**src/core/pwm_pkg.sv**
```systemverilog
// Constants shared by the inverter PWM timer core and its dead-band stage.
// Assumes a single system clock and a synchronous active-high reset.

package pwm_pkg;

	// ==========================================================
	// Widths and bus map
	localparam int CNT_W = 10;
	localparam int DT_W = 8;
	localparam int ADDR_W = 5;
	localparam int DATA_W = 16;
	localparam int NUM_CMP = 6;
	localparam int PER_IDX = 3;
	localparam logic [4:0] OFS_CMP = 5'h00;
	localparam logic [4:0] OFS_SHD = 5'h06;
	localparam logic [4:0] OFS_SHL = 5'h0C;
	localparam logic [4:0] OFS_DT = 5'h12;
	localparam logic [4:0] OFS_CTL = 5'h13;
	localparam logic [4:0] OFS_MODE = 5'h14;

	// ==========================================================
	// Field positions
	localparam int CTL_RUN = 7;
	localparam int CTL_CLK_LO = 3;
	localparam int CTL_DIV_LO = 0;
	localparam int MODE_OK = 4;
	localparam int MODE_ALV = 3;
	localparam logic [7:0] CTL_MASK = 8'hBF;

	// ==========================================================
	// Values after reset
	localparam logic [9:0] CMP_RST = 10'h000;
	localparam logic [9:0] PER_RST = 10'h0FF;
	localparam logic [7:0] DT_RST = 8'hFF;
	localparam logic [7:0] CTL_RST = 8'h00;
	localparam logic [2:0] RTM_RST = 3'h7;
	localparam logic [7:0] DTC_IDLE = 8'hFF;
	localparam logic [9:0] CNT_ZERO = 10'h000;

	// ==========================================================
	// Timing: the shortest dead band is one system clock period.
	localparam int CLK_PERIOD_NS = 50;
	localparam int DEAD_MIN_NS = 50;
	localparam int DEAD_MIN_CYC = (DEAD_MIN_NS + CLK_PERIOD_NS - 1)
		/ CLK_PERIOD_NS;

	typedef enum logic [1:0]
	{
		DIR_UP = 2'b01,
		DIR_DOWN = 2'b10
	} dir_e;

endpackage

```
**src/core/dead_band.sv**
```systemverilog
// One phase: output flip-flop plus 8-bit dead-time down-counter.
// Assumes match is a single-cycle pulse taken from the triangle counter.
`timescale 1ns/1ps
`default_nettype none

module dead_band
(
	input wire logic clk,
	input wire logic rst,
	input wire logic clear,
	input wire logic match,
	input wire logic [7:0] reload,
	output logic pos,
	output logic neg
);

	logic [7:0] dcnt;
	logic busy;
	logic ph;
	logic [7:0] next_dcnt;
	logic next_busy;
	logic next_ph;

	// ==========================================================
	// Dead-time counter
	always_comb
	begin
		next_dcnt = dcnt;
		next_busy = busy;
		next_ph = ph;
		if (clear)
		begin
			next_dcnt = pwm_pkg::DTC_IDLE;
			next_busy = 1'b0;
			next_ph = 1'b0;
		end
		else if (match)
		begin
			next_ph = ~ph;
			next_dcnt = reload;
			next_busy = 1'b1;
		end
		else if (busy)
		begin
			// Passing 00 wraps to FF, which is where the counter rests.
			next_dcnt = dcnt - 8'h01;
			if (dcnt == 8'h00)
				next_busy = 1'b0;
		end
	end

	always_ff @(posedge clk)
	begin
		if (rst)
		begin
			dcnt <= pwm_pkg::DTC_IDLE;
			busy <= 1'b0;
			ph <= 1'b0;
			pos <= 1'b0;
			neg <= 1'b0;
		end
		else
		begin
			dcnt <= next_dcnt;
			busy <= next_busy;
			ph <= next_ph;
			pos <= ~next_busy & next_ph;
			neg <= ~next_busy & ~next_ph;
		end
	end
endmodule
`default_nettype wire

```
**src/core/inverter_pwm_timer_core.sv**
```systemverilog
// Three-phase inverter PWM timer: triangle counter, compares, dead bands.
// Assumes a register master that holds each strobe for one cycle.
// Behaviour
// - 10-bit triangle counter rises from zero to period.
// - Reaching zero downward gives underflow and valley.
// - Direction turns on the tick after match.
// - Valley interrupt every underflow unless divided.
// - Triangle counter is never software visible.
// - Count clock prescaler divides by 1 to 32.
// - Reset or run clear zeroes the counter.
// - Phase compare match toggles the phase flip-flop.
// - Auxiliary compare match raises its own interrupt.
// - Shadows copy into compares at valley interrupt.
// - Direct compare writes only while stopped.
// - Reset or run clear zeroes five compares.
// - Period compare resets to 0FFH.
// - Shadows readable and writable at any time.
// - Shadows reset to zero, period shadow 0FFH.
// - Shadows take word and low-byte access.
// - One dead-time reload shared by three counters.
// - Dead-time reload writes only while stopped.
// - Dead-time reload resets to FFH.
// - Dead band lasts at least one clock.
// - Six non-overlapping outputs, level select, stop input.
// - Dead counter reloads on match, holds at FFH.
// - Divider field 000..111 means one per 1..8.
// - Run clear stops all counters, floats outputs.
//
// Our own choices: strobed register access and the placing of the registers.
`timescale 1ns/1ps
`default_nettype none

module inverter_pwm_timer_core
#(
	parameter int NUM_PH = 3
)
(
	input wire logic MCLK,
	input wire logic RST,
	input wire logic [4:0] ADDR,
	input wire logic [15:0] WDATA,
	input wire logic WR,
	input wire logic RD,
	output logic [15:0] RDATA,
	input wire logic EXT_STOP,
	output logic [5:0] PWM_OUT,
	output logic [5:0] PWM_OE_N,
	output logic UNDERFLOW,
	output logic VALLEY_IRQ,
	output logic AUX_IRQ_A,
	output logic AUX_IRQ_B
);

	logic [9:0] cmp [pwm_pkg::NUM_CMP];
	logic [9:0] shd [pwm_pkg::NUM_CMP];
	logic [9:0] next_cmp [pwm_pkg::NUM_CMP];
	logic [9:0] next_shd [pwm_pkg::NUM_CMP];
	logic [7:0] dt;
	logic [7:0] next_dt;
	logic [7:0] ctl;
	logic [7:0] next_ctl;
	logic alv;
	logic next_alv;
	logic out_ok;
	logic next_out_ok;
	logic [15:0] next_rdata;
	logic run;
	logic [2:0] clk_sel;
	logic [2:0] div;
	logic stop_write;
	logic start_write;
	logic [4:0] presc;
	logic [4:0] next_presc;
	logic [4:0] presc_mask;
	logic tick;
	logic tick_q;
	logic start_q;
	logic fresh;
	logic [9:0] cnt;
	logic [9:0] next_cnt;
	pwm_pkg::dir_e dir;
	pwm_pkg::dir_e next_dir;
	logic [2:0] rtm;
	logic [2:0] next_rtm;
	logic [2:0] rtm_inc;
	logic uf;
	logic valley;
	logic [pwm_pkg::NUM_CMP-1:0] match;
	logic [5:0] act;

	assign run = ctl[pwm_pkg::CTL_RUN];
	assign clk_sel = ctl[pwm_pkg::CTL_CLK_LO +: 3];
	assign div = ctl[pwm_pkg::CTL_DIV_LO +: 3];
	assign stop_write = WR && ADDR == pwm_pkg::OFS_CTL
		&& !WDATA[pwm_pkg::CTL_RUN];
	assign start_write = WR && ADDR == pwm_pkg::OFS_CTL
		&& WDATA[pwm_pkg::CTL_RUN] && !run;

	// ==========================================================
	// Register file
	always_comb
	begin
		for (int i = 0; i < pwm_pkg::NUM_CMP; i++)
		begin
			next_cmp[i] = cmp[i];
			next_shd[i] = shd[i];
			if (WR && ADDR == pwm_pkg::OFS_SHD + 5'(i))
				next_shd[i] = WDATA[9:0];
			if (WR && ADDR == pwm_pkg::OFS_SHL + 5'(i))
				next_shd[i][7:0] = WDATA[7:0];
			if (WR && ADDR == pwm_pkg::OFS_CMP + 5'(i) && !run)
				next_cmp[i] = WDATA[9:0];
			if (valley)
				next_cmp[i] = shd[i];
			if (stop_write && i != pwm_pkg::PER_IDX)
				next_cmp[i] = pwm_pkg::CMP_RST;
		end
		next_dt = dt;
		if (WR && ADDR == pwm_pkg::OFS_DT && !run)
			next_dt = WDATA[7:0];
		next_ctl = ctl;
		if (WR && ADDR == pwm_pkg::OFS_CTL)
			next_ctl = WDATA[7:0] & pwm_pkg::CTL_MASK;
		next_alv = alv;
		if (WR && ADDR == pwm_pkg::OFS_MODE)
			next_alv = WDATA[pwm_pkg::MODE_ALV];
		// A stop seen in the same cycle as a start still wins.
		next_out_ok = out_ok;
		if (start_write)
			next_out_ok = 1'b1;
		if (!next_ctl[pwm_pkg::CTL_RUN] || EXT_STOP)
			next_out_ok = 1'b0;
	end

	// The triangle counter has no address, so it cannot be read.
	always_comb
	begin
		next_rdata = 16'h0000;
		if (RD)
		begin
			for (int i = 0; i < pwm_pkg::NUM_CMP; i++)
			begin
				if (ADDR == pwm_pkg::OFS_CMP + 5'(i))
					next_rdata = {6'h00, cmp[i]};
				if (ADDR == pwm_pkg::OFS_SHD + 5'(i))
					next_rdata = {6'h00, shd[i]};
				if (ADDR == pwm_pkg::OFS_SHL + 5'(i))
					next_rdata = {8'h00, shd[i][7:0]};
			end
			if (ADDR == pwm_pkg::OFS_DT)
				next_rdata = {8'h00, dt};
			if (ADDR == pwm_pkg::OFS_CTL)
				next_rdata = {8'h00, ctl};
			if (ADDR == pwm_pkg::OFS_MODE)
				next_rdata = {11'h000, out_ok, alv, 3'h0};
		end
	end

	always_ff @(posedge MCLK)
	begin
		if (RST)
		begin
			for (int i = 0; i < pwm_pkg::NUM_CMP; i++)
			begin
				cmp[i] <= pwm_pkg::CMP_RST;
				shd[i] <= pwm_pkg::CMP_RST;
			end
			cmp[pwm_pkg::PER_IDX] <= pwm_pkg::PER_RST;
			shd[pwm_pkg::PER_IDX] <= pwm_pkg::PER_RST;
			dt <= pwm_pkg::DT_RST;
			ctl <= pwm_pkg::CTL_RST;
			alv <= 1'b0;
			out_ok <= 1'b0;
			RDATA <= 16'h0000;
		end
		else
		begin
			cmp <= next_cmp;
			shd <= next_shd;
			dt <= next_dt;
			ctl <= next_ctl;
			alv <= next_alv;
			out_ok <= next_out_ok;
			RDATA <= next_rdata;
		end
	end

	// ==========================================================
	// Prescaler and triangle counter
	// Codes 6 and 7 are prohibited; they fall back to divide by 32.
	assign presc_mask = ~(5'h1F << clk_sel);
	assign tick = run && (presc & presc_mask) == presc_mask;
	assign rtm_inc = rtm + 3'h1;

	always_comb
	begin
		next_presc = presc + 5'h01;
		next_cnt = cnt;
		next_dir = dir;
		next_rtm = rtm;
		uf = 1'b0;
		valley = 1'b0;
		if (!run)
		begin
			next_presc = 5'h00;
			next_cnt = pwm_pkg::CNT_ZERO;
			next_dir = pwm_pkg::DIR_UP;
			next_rtm = pwm_pkg::RTM_RST;
		end
		else if (tick)
		begin
			unique case (dir)
				pwm_pkg::DIR_UP:
				begin
					if (cnt == cmp[pwm_pkg::PER_IDX])
					begin
						next_dir = pwm_pkg::DIR_DOWN;
						next_cnt = cnt - 10'h001;
					end
					else
						next_cnt = cnt + 10'h001;
				end
				pwm_pkg::DIR_DOWN:
				begin
					if (cnt == pwm_pkg::CNT_ZERO)
					begin
						next_dir = pwm_pkg::DIR_UP;
						next_cnt = cnt + 10'h001;
					end
					else
					begin
						next_cnt = cnt - 10'h001;
						uf = cnt == 10'h001;
					end
				end
				default:
				begin
					next_dir = pwm_pkg::DIR_UP;
					next_cnt = pwm_pkg::CNT_ZERO;
				end
			endcase
			if (uf)
			begin
				next_rtm = rtm_inc;
				if (rtm_inc == div)
				begin
					valley = 1'b1;
					next_rtm = pwm_pkg::RTM_RST;
				end
			end
		end
	end

	always_ff @(posedge MCLK)
	begin
		if (RST)
		begin
			presc <= 5'h00;
			cnt <= pwm_pkg::CNT_ZERO;
			dir <= pwm_pkg::DIR_UP;
			rtm <= pwm_pkg::RTM_RST;
			tick_q <= 1'b0;
			start_q <= 1'b0;
			UNDERFLOW <= 1'b0;
			VALLEY_IRQ <= 1'b0;
		end
		else
		begin
			presc <= next_presc;
			cnt <= next_cnt;
			dir <= next_dir;
			rtm <= next_rtm;
			tick_q <= tick;
			start_q <= start_write;
			UNDERFLOW <= uf;
			VALLEY_IRQ <= valley;
		end
	end

	// ==========================================================
	// Compare match and outputs
	// A match counts once per count value, not once per system clock.
	assign fresh = run && (tick_q || start_q);
	always_comb
	begin
		for (int i = 0; i < pwm_pkg::NUM_CMP; i++)
			match[i] = fresh && cnt == cmp[i];
	end

	for (genvar g = 0; g < NUM_PH; g++)
	begin : g_phase
		dead_band u_band
		(
			.clk(MCLK),
			.rst(RST),
			.clear(!run),
			.match(match[g]),
			.reload(dt),
			.pos(act[2*g]),
			.neg(act[2*g+1])
		);
	end

	always_ff @(posedge MCLK)
	begin
		if (RST)
		begin
			PWM_OUT <= 6'h00;
			AUX_IRQ_A <= 1'b0;
			AUX_IRQ_B <= 1'b0;
		end
		else
		begin
			PWM_OUT <= alv ? act : ~act;
			AUX_IRQ_A <= match[4];
			AUX_IRQ_B <= match[5];
		end
	end

	// Pins float whenever the timer is stopped or the stop input fired.
	assign PWM_OE_N = {6{~out_ok}};
endmodule
`default_nettype wire

```
**config.mk**
```make
export PLATFORM = sky130hd
export DESIGN_NAME = inverter_pwm_timer_core
export DESIGN_NICKNAME = d
export VERILOG_FILES = /design/src/core/pwm_pkg.sv /design/src/core/dead_band.sv /design/src/core/inverter_pwm_timer_core.sv
export SDC_FILE = /design/constraint.sdc
export NUM_CORES = 1
export LEC_CHECK = 0
export BUFFER_PORTS_ARGS = -buffer_cell sky130_fd_sc_hd__buf_2
export CELL_PAD_IN_SITES_DETAIL_PLACEMENT = 0
export CELL_PAD_IN_SITES_GLOBAL_PLACEMENT = 1
export CORE_MARGIN = 2
export CORE_UTILIZATION = 48
export CTS_BUF_LIST = sky130_fd_sc_hd__clkbuf_8
export CTS_CLUSTER_DIAMETER = 120
export DETAILED_ROUTE_END_ITERATION = 10
export MAX_ROUTING_LAYER = met4
export PLACE_DENSITY_LB_ADDON = 0.1
export SYNTH_ARGS = -nofsm -noshare
export SYNTH_HDL_FRONTEND = slang
export SYNTH_SLANG_ARGS = --single-unit
```
**constraint.sdc**
```tcl
create_clock -name MCLK -period 3.24 [get_ports MCLK]
set_clock_uncertainty 0.1 [all_clocks]
set_input_delay 0.324 -clock MCLK [delete_from_list [all_inputs] [get_ports MCLK]]
set_output_delay 0.324 -clock MCLK [all_outputs]
set_load 0.1 [all_outputs]
```
==> results.json, run 1 <==
{
  "startpoint": "cnt[4]",
  "power.density_nw_per_um2": 432,
  "synth_top_cell_area_share_pct": 36.1,
  "synthCells": 1463,
  "r2r_setup_slack_ps": 410,
  "htreeDepth": 2,
  "p_leak_uw": 0.00573,
  "ant_nets": 0,
  "grt_setup_unrepaired": "false",
  "pwr-share-comb_pct": 8.8,
  "finalMaxSlewViolations": 0,
  "worstSetupPathType": "flop to flop",
  "peakVddDrop_v": 0.000313,
  "fin_crit_ps": 2830,
  "finalHoldViolCount": 0,
  "start_kind": "flop",
  "status": "completed",
  "place_congestion": 0.961,
  "vias_per_cell": 5.97,
  "die_h_um": 162,
  "vias": 10978,
  "grt_pass1_vias": 10375,
  "rr_startpoint": "cnt[4]",
  "setup-violations-final": 0,
  "syn_area_um2": 11900,
  "hold_depth": 3,
  "drt_iter0_markers": 968,
  "dpl_worst_slack_ps": 460,
  "synth_top_flop_cell": "dfxtp_1",
  "die_area_um2": 26100,
  "cts.sinks": 215,
  "power.internal_uw": 4200,
  "cts_max_path_buffers": 3,
  "rows": 57,
  "drtPass1Iterations": 5,
  "worstPathMaxFanout": 23,
  "start_util_pct": 48.9,
  "yosysWarningCount": 0,
  "drv_cap": 0,
  "wl_per_cell_um": 21.4,
  "ioPinCount": 58,
  "ys_seq_elements": 215,
  "clockPowerShare_pct": 44.3,
  "swShare_pct": 26.9,
  "antenna_found_initial": 1,
  "nets": 1528,
  "min_path_type": "primary input to flop",
  "core-area_um2": 24400,
  "pwr-share-seq_pct": 47.0,
  "die_x_um": 162,
  "cp-end-kind": "flop",
  "tritoncts": "done",
  "grt_max_degree": 54,
  "portBuffers": 45,
  "netlist_top_cells_area": "dfxtp_1, mux2i_1, xor2_1, nor2_1, nand2_1",
  "tightestPinTransition_ps": 783,
  "syn_area_per_cell_um2": 8.16,
  "r2r-end": "cmp[45]",
  "period_share_pct": 87.4,
  "hold_slack_ps": 87.1,
  "tns_ps": 0,
  "crit_arrival_ps": 3130,
  "seq_area_frac_synth_pct": 36.1,
  "drt_wl_total_um": 39400,
  "fmax_mhz": 353,
  "grt_overflow_total": 0,
  "cts_hold_buf": 2,
  "switchingPower_uw": 1540,
  "min_to": "shd[17]",
  "synth_edf_count": 0,
  "fin_cells": 1838,
  "dp_hpwl_um": 27700,
  "antennaDiodeCount": 0,
  "postCtsResizedCells": 0,
  "numCtsBuffers": 39,
  "cts_root_buf": "clkbuf_8",
  "max_slew_margin_pct": 47.3,
  "holdCritStartpoint": "WDATA[7]",
  "ff2ff_path_depth": 7,
  "clock_latency_ps": 550,
  "drc": 0,
  "layout_setup_ws_ps": 407,
  "cts_setup_buffers": 0,
  "crit_required_ps": 3540,
  "grt_use_total_pct": 30.8,
  "synthArstFlopShare_pct": 0,
  "drive_gt1_share_pct": 12.7,
  "grt_pass1_wl_um": 60800,
  "yosysUniqueCellTypes": 72,
  "dp.cells": 1770,
  "syn2layout_area_growth_pct": 11.5,
  "yosysTopAreaCell": "dfxtp_1",
  "clk_pin_slew_ps": 60
}
power groups by stage:
stage	logic (µW)	clock network, µW	registers [µW]
global route	533	2690	2700
finish	504	2540	2700
global placement	490	0	2750
detailed placement	493	0	2750
floorplan	291	0	2800
CTS	496	2580	2700
worst max path at each step:
stage,to
finish,cmp[45]
global route,cmp[12]
CTS,cmp[45]
detailed placement,cmp[45]
global placement,cmp[23]
floorplan,cmp[26]
sequential cells by signal (all words and copies together), names as in the netlist, 2 cells and up:
signal,flops
shd,60
PWM_OUT,6
ctl,7
dir,2
g_phase.u_band.busy,3
RDATA,10
g_phase.u_band.pos,3
cmp,60
dt,8
g_phase.u_band.ph,3
presc,5
rtm,3
g_phase.u_band.neg,3
g_phase.u_band.dcnt,24
cnt,10
layout by cell type, fill, tap and decap left out, types with 7 or more instances in the layout:
master / count
or4_1: 8
o21ai_0: 60
ha_1: 13
a31oi_1: 9
xor2_1: 71
a21o_1: 7
nor2_1: 159
nor3_1: 28
o2bb2ai_1: 7
inv_1: 37
o22ai_1: 10
a21oi_1: 72
nor2b_1: 12
nand2b_1: 22
dfxtp_1: 215
buf_4: 56
or2_2: 8
nand2_1: 151
nand4_1: 11
or3b_2: 8
a211oi_1: 60
and3_1: 9
nand3_1: 62
o221ai_1: 8
a221oi_1: 17
mux2_2: 7
a211o_1: 9
o21a_1: 13
mux2i_1: 109
nand3b_1: 7
clkbuf_8: 47
buf_2: 45
xnor2_1: 39
nor4_1: 24
area by class of cell:
class / count / area (µm²)
Clock buffer: 47 / 647
Clock inverter: 19 / 111
Fill cell: 2398 / 11100
Inverter: 26 / 97.6
Multi-Input combinational cell: 1101 / 7010
Sequential cell: 215 / 4300
Tap cell: 324 / 405
Timing Repair Buffer: 106 / 726
cell families (layout without fill, tap and decap cells):
family          count (synthesis)  count (layout)  synth area share [%]
flops                         215             215                  36.1
buf+inv                       152             198                  5.45
mux                           116             116                  9.80
other cells                     1               6                0.0314
xor+xnor                      110             110                  8.07
compound gates                311             311                  17.3
simple gates                  545             545                  21.9
fa+ha+maj                      13              13                  1.36
worst max-delay path, cell delays in order (launching register included):
cell and delay (ps):
dfxtp_1 340, nor4_4 320, nand2_2 180, or4_1 540
or3_2 720, buf_12 280, nor2_1 120, a211oi_1 60
stage by stage:
stage	power [µW]	instance area [µm²]	utilization [%]
after global routing	5920	13300	54.5
after global placement	3240	12500	51.3
final	5740	13300	54.5
after floorplan	3090	12000	-
after detailed placement	3250	12500	51.3
after CTS	5770	13300	54.5
per-layer routing:
metal | track usage (%) | part of all wire, %
met1 | 40.8 | 43
met2 | 47.3 | 45
met3 | 5.16 | 7.6
met4 | 11.9 | 3.8
met5 | - | 0
Yosys cell counts (all sizes together) (8+ instances only):
library cell  number
and3               9
nand2b            22
o21ai             61
ha                13
buf               34
a211oi            60
inv               25
a31oi              9
a21oi             72
or3b               8
mux2i            109
nor3              28
a21o               8
a211o              9
o22ai             10
nand4             11
dfxtp            215
xor2              71
clkbuf            92
o21a              13
or4                8
nor4              26
xnor2             39
nand2            152
a221oi            17
nor2             160
o221ai             8
nand3             62
nor2b             13
or2                9
(Power assumes the default switching activity.)
==> run 2, diff against run 1 <==
- HOLD_SLACK_MARGIN: unset -> 0.1
- PLACE_DENSITY: unset -> 0.81
- PLACE_DENSITY_LB_ADDON: 0.1 -> unset
==> results.json, run 2 (synthesis gave the netlist of run 1 again) <==
{
  "status": "completed",
  "critPathSlowestCell": "nor4_1",
  "wl_per_cell_um": 20.8,
  "dpl_worst_slack_ps": 459,
  "setup-violations-final": 0,
  "syn2layout_area_growth_pct": 12.7,
  "antenna_found_initial": 1,
  "pwr-share-comb_pct": 8.6,
  "pwr-share-seq_pct": 45.5,
  "start_kind": "flop",
  "fmax_mhz": 358,
  "drv_cap": 0,
  "vias_per_cell": 5.95,
  "fillers": 2339,
  "switchingPower_uw": 1570,
  "cts_max_path_buffers": 3,
  "cp-end-kind": "flop",
  "power.density_nw_per_um2": 440,
  "grt_overflow_total": 0,
  "p_leak_uw": 0.00579,
  "min_path_type": "primary input to flop",
  "fin_cells": 1849,
  "grt_setup_unrepaired": "false",
  "period_share_pct": 86.2,
  "ant_nets": 0,
  "drc": 0,
  "crit_path_max_incr_delay_ps": 440,
  "grt_pass1_wl_um": 59600,
  "finalMaxSlewViolations": 0,
  "portBuffers": 45,
  "dp_hpwl_um": 27000,
  "drt_wl_total_um": 38400,
  "grt_use_total_pct": 30.0,
  "swShare_pct": 26.5,
  "mostFrequentLayoutCell": "dfxtp_1",
  "drive_gt1_share_pct": 13.2,
  "worstSetupPathType": "flop to flop",
  "clk_pin_slew_ps": 70,
  "power.internal_uw": 4350,
  "tns_ps": 0,
  "tightestPinTransition_ps": 922,
  "tritoncts": "done",
  "worstPathMaxFanout": 52,
  "crit_path_frequent_cell": "buf_4",
  "cts_root_buf": "clkbuf_8",
  "max_slew_margin_pct": 37.9,
  "place_congestion": 0.977,
  "die_h_um": 162,
  "drtPass1Iterations": 7,
  "critical_path_buf_inv_count": 2,
  "nets": 1535,
  "ioPinCount": 58,
  "reg_top3": "cmp (60), shd (60), g_phase.u_band.dcnt (24)",
  "crit_required_ps": 3590,
  "drt_iter0_markers": 989,
  "clock_latency_ps": 560,
  "finalHoldViolCount": 0,
  "core-area_um2": 24400,
  "die_x_um": 162,
  "dp.cells": 1772,
  "start_util_pct": 48.9,
  "layout_setup_ws_ps": 448,
  "cts.sinks": 215,
  "rows": 57,
  "vias": 11000,
  "layout_common_cells": "dfxtp_1, nor2_1, nand2_1, mux2i_1, a21oi_1",
  "grt_pass1_vias": 10197,
  "cts_setup_buffers": 0,
  "crit_arrival_ps": 3150,
  "peakVddDrop_v": 0.000448,
  "cpLargestDelayFamily": "simple AND/OR/NAND/NOR gates",
  "htreeDepth": 2,
  "crit_chain": "nor4_4, nand2_2, buf_4, nor4_1, nand2_1, or2_2, buf_4, a211oi_1",
  "antennaDiodeCount": 0,
  "fin_crit_ps": 2790,
  "numCtsBuffers": 39,
  "p_total_uw": 5920,
  "clockPowerShare_pct": 45.9,
  "grt_max_degree": 54,
  "die_area_um2": 26100
}
[run 2: cell types whose count changed in the layout (fill, tap and decap cells not counted)]
cell           previous run  this run
dlygate4sd3_1             2         7
inv_1                    37        33
clkinv_2                  4         7
buf_4                    56        58
clkbuf_8                 47        49
a21o_1                    7         8
a21o_2                    1         0
bufinv_16                 1         2
clkinv_8                  0         1
clkinvlp_4                1         2
[run 2: layout make-up]
cell class / instances / area (µm²) / area share, %
clock inverters: 21 / 165 / 1.23
inverters: 26 / 97.6 / 0.726
clock buffers: 49 / 674 / 5.02
flip-flops and latches: 215 / 4300 / 32.0
repair buffers: 113 / 791 / 5.88
multi-input cells: 1101 / 7010 / 52.1
well taps: 324 / 405 / 3.02
[run 2: worst paths after layout]
kind | start | endpoint | slack, ps | cells past startpoint
max | cnt[7] | cmp[35] | 450 | 8
min | WDATA[1] | shd[1] | 130 | 3
max reg2reg | cnt[7] | cmp[35] | 450 | 8
min reg2reg | shd[26] | shd[26] | 370 | 1
[run 2: timing repair]
action                                  4_1_cts  5_1_grt
hold endpoints to repair                      8        0
hold buffers                                  7        0
endpoints found under the setup margin        0        0
gates resized for setup                       0        0
[run 2: layer usage]
| metal | wire (µm) | track usage (%) |
|---|---|---|
| met3 | 2740 | 5.01 |
| met2 | 17400 | 46.5 |
| met1 | 16500 | 38.9 |
| met5 | 0 | - |
| met4 | 1740 | 13.0 |
[run 2: metrics by stage]
| step | hold WS (ps) | utilization (%) | area (µm²) |
|---|---|---|---|
| CTS | 103 | 55.1 | 13400 |
| finish | 133 | 55.1 | 13400 |
| detailed placement | 353 | 51.4 | 12500 |
| global route | 130 | 55.1 | 13400 |
| floorplan | 303 | - | 12000 |
| global placement | 347 | 51.4 | 12500 |
[run 2: tightest hold or removal path: stages]
cell and delay [ps]:
buf_2 240, nand3_1 120, a21oi_1 60
[run 2: power by group through the flow]
stage / clock network (µW) / registers, µW / logic, µW
2_1_floorplan: 0 / 2800 / 291
3_3_place_gp: 0 / 2750 / 489
3_5_place_dp: 0 / 2750 / 491
4_1_cts: 2770 / 2690 / 499
5_1_grt: 2910 / 2700 / 534
6_report: 2720 / 2700 / 508
==> run 3, diff against run 2 <==
--- a/config.mk
+++ b/config.mk
@@ -14,2 +14,3 @@
 export CTS_CLUSTER_DIAMETER = 120
+export CTS_CLUSTER_SIZE = 24
 export DETAILED_ROUTE_END_ITERATION = 10
--- a/constraint.sdc
+++ b/constraint.sdc
@@ -4,2 +4,2 @@
 set_output_delay 0.324 -clock MCLK [all_outputs]
-set_load 0.1 [all_outputs]
+set_load 0.02 [all_outputs]
==> results.json, run 3 (synthesis gave the netlist of run 1 again) <==
{
  "grt_pass1_wl_um": 58600,
  "start_util_pct": 48.9,
  "grt_setup_unrepaired": "false",
  "setup-violations-final": 0,
  "max_slew_margin_pct": 38.1,
  "wl_per_cell_um": 21.2,
  "rr_startpoint": "cnt[4]",
  "status": "completed",
  "grt_max_degree": 54,
  "worstPathMaxFanout": 52,
  "critPathSlowestCell": "nor4_1",
  "startpoint": "cnt[4]",
  "worstSetupPathType": "flop to flop",
  "drt_wl_total_um": 37900,
  "crit_chain": "nor4_4, nand2_2, buf_4, nor4_1, nand2_1, or2_2, buf_4, a211oi_1",
  "ant_nets": 0,
  "antennaDiodeCount": 0,
  "fin_cells": 1790,
  "dp.cells": 1772,
  "clock_latency_ps": 530,
  "rows": 57,
  "cts_root_buf": "clkbuf_8",
  "drv_cap": 0,
  "portBuffers": 45,
  "ioPinCount": 58,
  "syn2layout_area_growth_pct": 6.91,
  "setup.worst_path.end": "cmp[58]",
  "crit_cells": 8,
  "grt_use_total_pct": 29.4,
  "seq_area_um2": 4300,
  "layout_common_cells": "dfxtp_1, nor2_1, nand2_1, mux2i_1, a21oi_1",
  "nets": 1505,
  "reg_top3": "cmp (60), shd (60), g_phase.u_band.dcnt (24)",
  "start_kind": "flop",
  "core-area_um2": 24400,
  "die_x_um": 162,
  "die_h_um": 162,
  "grt_pass1_vias": 9863,
  "critical_path_buf_inv_count": 2,
  "grt_overflow_total": 0,
  "cts_hold_buf": 4,
  "crit_required_ps": 3580,
  "cpLargestDelayFamily": "simple AND/OR/NAND/NOR gates",
  "crit_path_max_incr_delay_ps": 440,
  "mostFrequentLayoutCell": "dfxtp_1",
  "cts_max_path_buffers": 3,
  "cts_setup_buffers": 0,
  "fillers": 2398,
  "htreeDepth": 1,
  "die_area_um2": 26100,
  "crit_path_frequent_cell": "buf_4",
  "fmax_mhz": 352,
  "fin_crit_ps": 2840,
  "period_share_pct": 87.7,
  "vias_per_cell": 6.02,
  "multi_input_area_um2": 7010,
  "r2r_setup_slack_ps": 400,
  "ff2ff_path_depth": 8,
  "cts.sinks": 215,
  "postCtsResizedCells": 0,
  "p_leak_uw": 0.00541,
  "vias": 10781,
  "holdCritStartpoint": "WDATA[0]",
  "peakVddDrop_v": 0.000381,
  "crit_arrival_ps": 3180,
  "numCtsBuffers": 12,
  "place_congestion": 0.977,
  "drt_iter0_markers": 919,
  "dp_hpwl_um": 27000,
  "antenna_found_initial": 1,
  "clk_pin_slew_ps": 160,
  "drc": 0,
  "finalMaxSlewViolations": 0,
  "drtPass1Iterations": 5,
  "min_path_type": "primary input to flop",
  "cp-end-kind": "flop",
  "r2r-end": "cmp[58]",
  "drive_gt1_share_pct": 10.4,
  "finalHoldViolCount": 0,
  "tns_ps": 0,
  "tritoncts": "done",
  "tightestPinTransition_ps": 919,
  "power.density_nw_per_um2": 341
}
run 3: cell types whose count changed in the layout (fill, tap and decap cells not counted):
cell / previous run / this run
inv_6: 1 / 0
clkbuf_8: 49 / 13
dlygate4sd3_1: 7 / 4
inv_1: 33 / 26
clkinvlp_4: 2 / 0
bufinv_16: 2 / 0
clkinv_2: 7 / 0
clkinv_8: 1 / 0
run 3: worst min-delay path by stage:
stage	end	slack (ps)	depth (start not counted)
floorplan	out_ok	300	1
global placement	shd[26]	350	1
detailed placement	shd[26]	350	1
CTS	dt[0]	130	3
global route	shd[10]	130	3
finish	shd[30]	130	3
run 3: stage by stage:
step,hold WS [ps],area [µm²],setup WS (ps),total power [µW],utilization (%)
2_1_floorplan,303,12000,513,3020,-
3_3_place_gp,347,12500,511,3170,51.4
3_5_place_dp,353,12500,459,3170,51.4
4_1_cts,125,12800,397,4370,52.3
5_1_grt,130,12800,297,4500,52.3
6_report,128,12800,398,4350,52.3
run 3: final cells by class:
type | instances | area share (%)
well taps | 324 | 3.18
repair buffers | 110 | 5.96
flip-flops and latches | 215 | 33.7
clock buffers | 13 | 1.40
inverters | 26 | 0.765
clock inverters | 1 | 0.0294
multi-input cells | 1101 | 54.9
run 3: power by group:
group / total [µW] / switching (µW) / internal (µW)
clock: 1220 / 854 / 369
combinational: 434 / 292 / 142
sequential: 2700 / 22.5 / 2670
total: 4350 / 1170 / 3180
run 3: worst min-delay path, delay by kind of cell:
family          cells  cell delay [ps]
simple gates        1              110
buf+inv             1              230
compound gates      1               50
run 3: layer usage:
metal / global-route usage, % / vias to the layer above / wire, µm
li1: - / 5151 / -
met1: 39.0 / 5106 / 16600
met2: 45.9 / 429 / 17200
met3: 3.96 / 95 / 2620
met4: 11.1 / 0 / 1560
met5: - / - / 0
